### src/pkg/hcd_defines.svh
`ifndef HCD_DEFINES_SVH
`define HCD_DEFINES_SVH

// Register reset image and saturation limits
`define HCD_NEG_OVF 16'h8000
`define HCD_POS_MAX 16'h7fff
// Only the upper 12 bits of the temperature carry real resolution
`define HCD_TEMP_RES_MASK 16'hfff0

// Magnetic span codes
`define HCD_SPAN_RESERVED 3'h0
`define HCD_SPAN_RESET 3'h1

// Filter order codes, rate reset value and section shift
`define HCD_ORDER_BYPASS 2'h0
`define HCD_ORDER_FIRST 2'h1
`define HCD_FS_RESET 8'h00
`define HCD_LPF_SHIFT 3

// Fixed-point alignment of the polynomial terms
`define HCD_OFS_K0_SHIFT 6
`define HCD_OFS_K1_SHIFT 10
`define HCD_GAIN_K0_BIAS 13'sh0059
`define HCD_GAIN_K1_BIAS 10'sh06c
`define HCD_GAIN_K1_SHIFT 14
`define HCD_GAIN_K2_SHIFT 29
`define HCD_GAIN_FRAC 10

// Temperature refresh deadline
`define HCD_TEMP_TIMEOUT_NS 100000000
`define HCD_CLK_PERIOD_NS 4
`define HCD_TEMP_TIMEOUT_CYC (`HCD_TEMP_TIMEOUT_NS / `HCD_CLK_PERIOD_NS)

`endif

### src/pkg/hcd_pkg.sv
package hcd_pkg;

    typedef enum logic [1:0] {
        ST_IDLE,
        ST_TERMS,
        ST_MULT,
        ST_STORE
    } hcd_state_t;

endpackage

### src/pkg/hcd_smp_if.sv
`timescale 1ns/1ps
interface hcd_smp_if #(
    parameter int W = 16
);
    logic signed [W-1:0] data;
    logic valid;

    modport src (output data, output valid);
    modport snk (input data, input valid);
endinterface

### src/verilog/hcd_datapath.sv
`timescale 1ns/1ps
`include "hcd_defines.svh"

module hcd_datapath #(
    parameter int TEMP_TIMEOUT_CYC = `HCD_TEMP_TIMEOUT_CYC
) (
    input wire logic clk_in,
    input wire logic rst_n_in,
    input wire logic signed [15:0] factory_compensated_sample_in,
    input wire logic sample_valid_in,
    input wire logic signed [15:0] temperature_in,
    input wire logic temperature_valid_in,
    input wire logic [9:0] offset_const_coeff_in,
    input wire logic [6:0] offset_linear_coeff_in,
    input wire logic [11:0] gain_const_coeff_in,
    input wire logic [8:0] gain_linear_coeff_in,
    input wire logic [7:0] gain_quadratic_coeff_in,
    input wire logic [7:0] filter_rate_in,
    input wire logic [1:0] filter_order_in,
    input wire logic prog_mode_in,
    input wire logic span_wr_in,
    input wire logic [2:0] span_data_in,
    input wire logic msg_start_in,
    output logic [15:0] field_value_out,
    output logic [15:0] temperature_value_out,
    output logic field_update_out,
    output logic saturated_out,
    output logic [15:0] msg_field_out,
    output logic [2:0] magnetic_span_out,
    output logic span_err_out,
    output logic temp_stale_out,
    output logic [7:0] filter_rate_out
);
    localparam int TMO_W = $clog2(TEMP_TIMEOUT_CYC + 1);

    if (TEMP_TIMEOUT_CYC < 2) begin : g_bad
        $error("hcd_datapath: TEMP_TIMEOUT_CYC too small");
    end

    hcd_pkg::hcd_state_t state_q;
    hcd_pkg::hcd_state_t state_d;

    logic signed [19:0] x_q;
    logic signed [15:0] t_q;
    logic signed [19:0] offs_q;
    logic signed [15:0] gain_q;
    logic signed [35:0] prod_q;
    logic [15:0] field_q;
    logic [15:0] temp_q;
    logic [15:0] msg_q;
    logic [2:0] span_q;
    logic span_err_q;
    logic upd_q;
    logic sat_q;
    logic stale_q;
    logic [TMO_W-1:0] tmo_q;
    logic [7:0] rate_q;

    hcd_smp_if #(.W(16)) filt_if ();

    // Filter runs on the factory-compensated stream
    hcd_lpf #(
        .W(16),
        .SHIFT(`HCD_LPF_SHIFT)
    ) u_lpf (
        .clk_in(clk_in),
        .rst_n_in(rst_n_in),
        .x_in(factory_compensated_sample_in),
        .x_valid_in(sample_valid_in),
        .order_in(filter_order_in),
        .decim_in(rate_q),
        .out_if(filt_if.src)
    );

    // Offset polynomial terms
    wire signed [9:0] ofs_k0 = offset_const_coeff_in;
    wire signed [6:0] ofs_k1 = offset_linear_coeff_in;
    wire signed [22:0] ofs_k1_prod = ofs_k1 * t_q;
    wire signed [19:0] ofs_k0_term = 20'(ofs_k0) <<< `HCD_OFS_K0_SHIFT;
    wire signed [19:0] ofs_k1_term = 20'(ofs_k1_prod >>> `HCD_OFS_K1_SHIFT);
    wire signed [19:0] offs_d = x_q + ofs_k0_term + ofs_k1_term;

    // Gain polynomial terms
    wire signed [11:0] gain_k0 = gain_const_coeff_in;
    wire signed [8:0] gain_k1 = gain_linear_coeff_in;
    wire signed [7:0] gain_k2 = gain_quadratic_coeff_in;
    wire signed [12:0] gain_k0_b = 13'(gain_k0) + `HCD_GAIN_K0_BIAS;
    wire signed [9:0] gain_k1_b = 10'(gain_k1) + `HCD_GAIN_K1_BIAS;
    wire signed [25:0] gain_k1_prod = gain_k1_b * t_q;
    wire signed [31:0] t_sq = t_q * t_q;
    wire signed [39:0] gain_k2_prod = gain_k2 * t_sq;
    wire signed [15:0] gain_k1_term = 16'(gain_k1_prod >>> `HCD_GAIN_K1_SHIFT);
    wire signed [15:0] gain_k2_term = 16'(gain_k2_prod >>> `HCD_GAIN_K2_SHIFT);
    wire signed [15:0] gain_d = 16'(gain_k0_b) + gain_k1_term + gain_k2_term;

    // Sum times gain, gain carries a fixed fraction point
    wire signed [35:0] prod_d = offs_q * gain_q;
    wire signed [25:0] scaled = prod_q[35:`HCD_GAIN_FRAC];
    wire signed [15:0] sat_val;
    wire sat_ovf;

    hcd_sat #(
        .IN_W(26),
        .OUT_W(16)
    ) u_sat (
        .val_in(scaled),
        .val_out(sat_val),
        .ovf_out(sat_ovf)
    );

    wire take = (state_q == hcd_pkg::ST_IDLE) && filt_if.valid;
    wire store = (state_q == hcd_pkg::ST_STORE);
    wire msg_take = msg_start_in && !prog_mode_in;
    wire span_take = span_wr_in && prog_mode_in;
    wire span_bad = (span_data_in == `HCD_SPAN_RESERVED);
    wire tmo_hit = (tmo_q == TMO_W'(TEMP_TIMEOUT_CYC));
    // A message starting on the store edge must see the new value
    wire [15:0] latest = store ? sat_val : field_q;

    always_comb begin
        state_d = state_q;
        case (state_q)
            hcd_pkg::ST_IDLE: begin
                if (filt_if.valid) begin
                    state_d = hcd_pkg::ST_TERMS;
                end
            end
            hcd_pkg::ST_TERMS: begin
                state_d = hcd_pkg::ST_MULT;
            end
            hcd_pkg::ST_MULT: begin
                state_d = hcd_pkg::ST_STORE;
            end
            default: begin
                state_d = hcd_pkg::ST_IDLE;
            end
        endcase
    end

    always_ff @(posedge clk_in or negedge rst_n_in) begin
        if (!rst_n_in) begin
            state_q <= hcd_pkg::ST_IDLE;
        end else begin
            state_q <= state_d;
        end
    end

    // Samples arriving while busy are dropped; the filter rate is far below
    // the four-cycle evaluation time so this never happens in service.
    always_ff @(posedge clk_in or negedge rst_n_in) begin
        if (!rst_n_in) begin
            x_q <= '0;
            t_q <= '0;
        end else if (take) begin
            x_q <= 20'(filt_if.data);
            t_q <= temp_q;
        end
    end

    always_ff @(posedge clk_in or negedge rst_n_in) begin
        if (!rst_n_in) begin
            offs_q <= '0;
            gain_q <= '0;
            prod_q <= '0;
        end else begin
            if (state_q == hcd_pkg::ST_TERMS) begin
                offs_q <= offs_d;
                gain_q <= gain_d;
            end
            if (state_q == hcd_pkg::ST_MULT) begin
                prod_q <= prod_d;
            end
        end
    end

    // Volatile result registers start at the negative overflow value
    always_ff @(posedge clk_in or negedge rst_n_in) begin
        if (!rst_n_in) begin
            field_q <= `HCD_NEG_OVF;
            upd_q <= 1'b0;
            sat_q <= 1'b0;
        end else begin
            upd_q <= store;
            if (store) begin
                field_q <= sat_val;
                sat_q <= sat_ovf;
            end
        end
    end

    always_ff @(posedge clk_in or negedge rst_n_in) begin
        if (!rst_n_in) begin
            msg_q <= `HCD_NEG_OVF;
        end else if (msg_take) begin
            msg_q <= latest;
        end
    end

    always_ff @(posedge clk_in or negedge rst_n_in) begin
        if (!rst_n_in) begin
            temp_q <= `HCD_NEG_OVF;
        end else if (temperature_valid_in) begin
            temp_q <= temperature_in & `HCD_TEMP_RES_MASK;
        end
    end

    // Watchdog on the temperature refresh; the flag drops on the next update
    always_ff @(posedge clk_in or negedge rst_n_in) begin
        if (!rst_n_in) begin
            tmo_q <= '0;
            stale_q <= 1'b0;
        end else if (temperature_valid_in) begin
            tmo_q <= '0;
            stale_q <= 1'b0;
        end else if (tmo_hit) begin
            stale_q <= 1'b1;
        end else begin
            tmo_q <= tmo_q + TMO_W'(1);
        end
    end

    // Configuration only changes in programming mode
    always_ff @(posedge clk_in or negedge rst_n_in) begin
        if (!rst_n_in) begin
            span_q <= `HCD_SPAN_RESET;
            span_err_q <= 1'b0;
            rate_q <= `HCD_FS_RESET;
        end else if (span_take) begin
            span_err_q <= span_bad;
            rate_q <= filter_rate_in;
            if (!span_bad) begin
                span_q <= span_data_in;
            end
        end
    end

    assign field_value_out = field_q;
    assign temperature_value_out = temp_q;
    assign field_update_out = upd_q;
    assign saturated_out = sat_q;
    assign msg_field_out = msg_q;
    assign magnetic_span_out = span_q;
    assign span_err_out = span_err_q;
    assign temp_stale_out = stale_q;
    assign filter_rate_out = rate_q;
endmodule

### src/verilog/hcd_sat.sv
`timescale 1ns/1ps
module hcd_sat #(
    parameter int IN_W = 26,
    parameter int OUT_W = 16
) (
    input wire logic signed [IN_W-1:0] val_in,
    output logic signed [OUT_W-1:0] val_out,
    output logic ovf_out
);
    if (IN_W <= OUT_W) begin : g_bad
        $error("hcd_sat: IN_W must exceed OUT_W");
    end

    wire [IN_W-OUT_W:0] hi = val_in[IN_W-1:OUT_W-1];
    wire fits = (&hi) || (~|hi);
    wire [OUT_W-1:0] lim_pos = {1'b0, {(OUT_W-1){1'b1}}};
    wire [OUT_W-1:0] lim_neg = {1'b1, {(OUT_W-1){1'b0}}};

    // Clamp instead of wrapping
    assign ovf_out = !fits;
    assign val_out = fits ? val_in[OUT_W-1:0] : (val_in[IN_W-1] ? lim_neg : lim_pos);
endmodule

### src/verilog/hcd_lpf.sv
`timescale 1ns/1ps
`include "hcd_defines.svh"
module hcd_lpf #(
    parameter int W = 16,
    parameter int SHIFT = `HCD_LPF_SHIFT
) (
    input wire logic clk_in,
    input wire logic rst_n_in,
    input wire logic signed [W-1:0] x_in,
    input wire logic x_valid_in,
    input wire logic [1:0] order_in,
    input wire logic [7:0] decim_in,
    hcd_smp_if.src out_if
);
    localparam int AW = W + SHIFT + 1;

    if (SHIFT < 1 || SHIFT > 8) begin : g_bad
        $error("hcd_lpf: SHIFT out of range");
    end

    // Guard bit keeps the stage difference from wrapping
    logic signed [AW-1:0] chain [3];
    logic [7:0] cnt_q;
    wire emit = x_valid_in && (cnt_q == decim_in);
    wire signed [AW-1:0] sel = (order_in == `HCD_ORDER_BYPASS) ? chain[0] :
                               (order_in == `HCD_ORDER_FIRST) ? chain[1] : chain[2];

    assign chain[0] = {x_in[W-1], x_in, {SHIFT{1'b0}}};

    // Up to two cascaded first-order sections
    for (genvar i = 0; i < 2; i++) begin : g_stage
        logic signed [AW-1:0] acc_q;
        always_ff @(posedge clk_in or negedge rst_n_in) begin
            if (!rst_n_in) begin
                acc_q <= '0;
            end else if (x_valid_in) begin
                acc_q <= acc_q + ((chain[i] - acc_q) >>> SHIFT);
            end
        end
        assign chain[i+1] = acc_q;
    end

    // Output rate is the input rate divided by decim_in + 1
    always_ff @(posedge clk_in or negedge rst_n_in) begin
        if (!rst_n_in) begin
            cnt_q <= '0;
        end else if (emit) begin
            cnt_q <= '0;
        end else if (x_valid_in) begin
            cnt_q <= cnt_q + 8'h01;
        end
    end

    always_ff @(posedge clk_in or negedge rst_n_in) begin
        if (!rst_n_in) begin
            out_if.data <= '0;
            out_if.valid <= 1'b0;
        end else begin
            out_if.valid <= emit;
            if (emit) begin
                out_if.data <= sel[W+SHIFT-1:SHIFT];
            end
        end
    end
endmodule

### config.mk
export PLATFORM = sky130hd
export DESIGN_NAME = hcd_datapath
export DESIGN_NICKNAME = d
export VERILOG_FILES = /design/src/pkg/hcd_pkg.sv /design/src/pkg/hcd_smp_if.sv /design/src/verilog/hcd_datapath.sv /design/src/verilog/hcd_sat.sv /design/src/verilog/hcd_lpf.sv
export VERILOG_INCLUDE_DIRS = /design/src /design/src/pkg
export SDC_FILE = /design/constraint.sdc
export NUM_CORES = 2
export LEC_CHECK = 0
export BUFFER_PORTS_ARGS = -buffer_cell sky130_fd_sc_hd__buf_2
export CELL_PAD_IN_SITES_DETAIL_PLACEMENT = 1
export CELL_PAD_IN_SITES_GLOBAL_PLACEMENT = 2
export CORE_MARGIN = 4
export CORE_UTILIZATION = 42
export CTS_CLUSTER_DIAMETER = 80
export CTS_CLUSTER_SIZE = 30
export DETAILED_ROUTE_END_ITERATION = 10
export PLACE_DENSITY = 0.95
export SLEW_MARGIN = 20
export SYNTH_ARGS = -nofsm -noshare
export SYNTH_HDL_FRONTEND = slang
export SYNTH_SLANG_ARGS = --single-unit
### constraint.sdc
create_clock -name clk_in -period 12.6 [get_ports clk_in]
set_input_delay 1.89 -clock clk_in [delete_from_list [all_inputs] [get_ports clk_in]]
set_output_delay 1.89 -clock clk_in [all_outputs]
set_load 0.02 [all_outputs]
==> results by group <==
Status
  • Status: finished, final reports clean

Global routing
  • Initial antenna violation count: 10
  • Met2 GRT Util: 37.9%
  • Met3 Usage GRT: 1.98%
  • Largest net degree at the start of global routing: 144
  • GRT overflow: 0
  • First-pass GRT wire length: 175000 um
  • Met1 Resource Use GR: 25.6%
  • Most Used Layer, Global Route: met2
  • GRT Util Overall: 20.4%
  • Vias in the first global route: 34700

Layout
  • Fillers: 11300
  • P&R area growth vs syn: 7.62%
  • Most frequent cells in the layout: 919 x inv_1, 719 x fa_1, 485 x nand2_1, 414 x ha_1, 305 x and2_1
  • Layout cells sized above 1: 9.16%
  • Post-layout util: 45.6%
  • Commonest non-fill, non-tap cell in the layout: inv_1
  • Nets: 5805

Yosys
  • Prevailing post-synth register cell: dfrtp_1
  • Async S/R FF share, synth: 100%
  • Yosys cell types: 67
  • Seq cells post-synth: 235
  • Mean Syn Cell Area: 9.32 um^2
  • Synth warn: 0
  • Post-synthesis sequential area ratio: 14.1%
  • Post-synth EDFFs: 0
  • Post-Syn Area: 0.0418 mm^2
  • Cells after Synth: 4483

Worst setup path
  • CP max-delay cell: fa_1
  • Critical Path Fanout Max: 7
  • Most used cell, CP: fa_1
  • Reg-to-reg endpoint: gain_q[12]$_DFFE_PN0P_
  • R2r worst-path depth: 46
  • Reg-to-Reg Start: t_q[9]$_DFFE_PN0P_
  • Worst reg2reg setup slack: 0.46 ns
  • Crit Path Class: reg2reg
  • Setup crit start kind: flop
  • CP peak stage delay: 0.58 ns
  • Critical Path RT: 13.06 ns
  • Critical path arrival: 12.60 ns
  • Critical path endpoint category: flop

Min path
  • Worst hold endpoint: u_lpf.out_if.data[1]$_DFFE_PN0P_
  • HP Start: u_lpf.out_if.data[1]$_DFFE_PN0P_
  • Hold Crit Class: reg2reg
  • Hold path cells: 2

CTS
  • Clk Latency, worst-skew pair: 0.58 ns
  • Clk root buf: clkbuf_16
  • CTS tree: done
  • Clock sink count: 235
  • H-tree levels: 1
  • Clock buffer depth: 3
  • Clk slew on worst S/H paths: 0.09 ns
  • TritonCTS Buffers: 19

STA
  • Worst Clk Skew: 0.0484 ns
  • Final setup vio count: 0
  • Final Max Slew Viols: 0
  • Slew margin rel.: 30.8%
  • Final WS setup: 0.461 ns
  • Fmax: 0.0824 GHz
  • Fin crit period: 12.14 ns
  • Setup TNS: 0 ns
  • Hold Fails Final Rpt: 0
  • Final worst-path cycle share: 96.3%
  • Worst slew pin tran: 1.03 ns

Die
  • Total core area: 0.0986 mm^2
  • Row cnt: 115
  • Initial core utilization: 42.4%
  • Io pins: 161
  • Die area: 0.105 mm^2
  • Die X: 323 um
  • Die Ht: 323 um

Place
  • GP Congestion: 0.801
  • Port Buffers: 152
  • Pre-CTS setup slack: 0.0301 ns
  • DP HPWL: 86800 um

Routing
  • Pre-antenna DRT Iters: 7
  • WL final: 104000 um
  • Detailed Route Iter0 Violations: 1088
  • Remaining DRCs: 0
  • Via count: 30000
  • Routed WL per cell: 17.7 um
  • Antenna-violating nets left: 0
  • Vias per inst: 5.11

Run
  • Max Cap Viol: 0
## area by class of cell
class                      count  area (um^2)  area share [%]
sequential                   235         5900            13.1
clock inverter                14          267           0.593
clock buffer                  20          479            1.07
inverter                     921         3460            7.69
tap                         1287         1610            3.58
multi-input combinational   3174        31900            71.0
antenna                        5         12.5          0.0278
timing repair buffer         220         1310            2.90
## cells in the mapped netlist, drive strengths merged, types with 5 or more instances
cell    instances  area share [%]
fa            719              34
nor2b          30            0.45
a21oi         143             1.7
nand2         485             4.4
nor2          179             1.6
nand4          19            0.28
nand3          45            0.54
o211ai          9            0.16
or3            17            0.25
mux2          108             2.9
a31oi          12            0.19
xnor2         157             3.3
buf            12            0.15
nand2b         56            0.84
ha            417              12
inv           919             8.3
a21o           47            0.84
a211oi         10            0.19
o21a           21            0.38
nor3           47            0.56
and2          305             4.6
a211o           5            0.10
o31ai          10            0.18
nor4            6           0.090
o21ai         100             1.2
xor2           67             1.4
and3           25            0.37
o41ai           5            0.12
clkbuf        144             1.3
dfrtp         231              14
mux2i          28            0.67
or2            18            0.27
o21bai         21            0.38
## routing by layer
metal / vias to the layer above / wire length [um]
li1: 13900 / -
met1: 15600 / 44300
met2: 396 / 54000
met3: 129 / 3110
met4: 4 / 2290
met5: - / 21
## state kept, by name, indices dropped and copies added, names as in the netlist, 2 cells and up
signal                 count
gain_q                    15
state_q                    2
prod_q                    23
tmo_q                     25
magnetic_span_out          3
u_lpf.g_stage.acc_q       40
filter_rate_out            8
field_value_out           16
temperature_value_out     12
u_lpf.out_if.data         16
offs_q                    18
t_q                       12
u_lpf.cnt_q                8
x_q                       16
msg_field_out             16
## critical path: cells and delay by family, from the launching register on
| kind | cells | cell delay, ns |
|---|---|---|
| fa+ha+maj | 14 | 6.06 |
| compound gates | 15 | 3.14 |
| buf+inv | 9 | 0.92 |
| simple gates | 4 | 0.71 |
| flops | 1 | 0.49 |
| xor+xnor | 3 | 0.47 |
| mux | 1 | 0.26 |
## how the worst max path moves through the flow
stage	slack, ns	end	cells after the start	start
after CTS	0.02	gain_q[13]$_DFFE_PN0P_	47	t_q[8]$_DFFE_PN0P_
after detailed placement	0.03	gain_q[13]$_DFFE_PN0P_	47	t_q[8]$_DFFE_PN0P_
final	0.46	gain_q[12]$_DFFE_PN0P_	46	t_q[9]$_DFFE_PN0P_
after global placement	0.24	gain_q[13]$_DFFE_PN0P_	47	t_q[8]$_DFFE_PN0P_
after floorplan	1.08	gain_q[13]$_DFFE_PN0P_	47	t_q[15]$_DFFE_PN0P_
after global routing	-0.009	gain_q[13]$_DFFE_PN0P_	49	t_q[9]$_DFFE_PN0P_
## through the flow
step | std cells | cell area, um^2 | hold slack (ns)
after CTS | 5855 | 44700 | 0.489
after global placement | 5821 | 44000 | 0.458
after detailed placement | 5821 | 44000 | 0.467
after global routing | 5874 | 44900 | 0.518
final | 5876 | 44900 | 0.478
after floorplan | 4486 | 41800 | 0.446
## logic make-up (layout without fill, tap and decap cells)
logic type / after synthesis / in the layout / share of synthesized area (%)
and+or+nand+nor: 1248 / 1248 / 14.5
adders and majority gates: 1136 / 1136 / 47.0
buffers and inverters: 1077 / 1175 / 9.73
AOI/OAI and AO/OA: 426 / 426 / 6.42
DFF: 235 / 235 / 14.1
xor gates and xnor gates: 224 / 224 / 4.70
muxes: 136 / 136 / 3.58
other: 1 / 9 / 0.00898
## repair_timing
action	in CTS	in global routing
resized for setup	0	25
endpoints found under the setup margin	0	7
buffers inserted	0	16
hold buffers	0	0
Power is left out: the tool's default activity adds up to more than one toggle a clock period on the data nets, which glitch-free logic cannot reach.
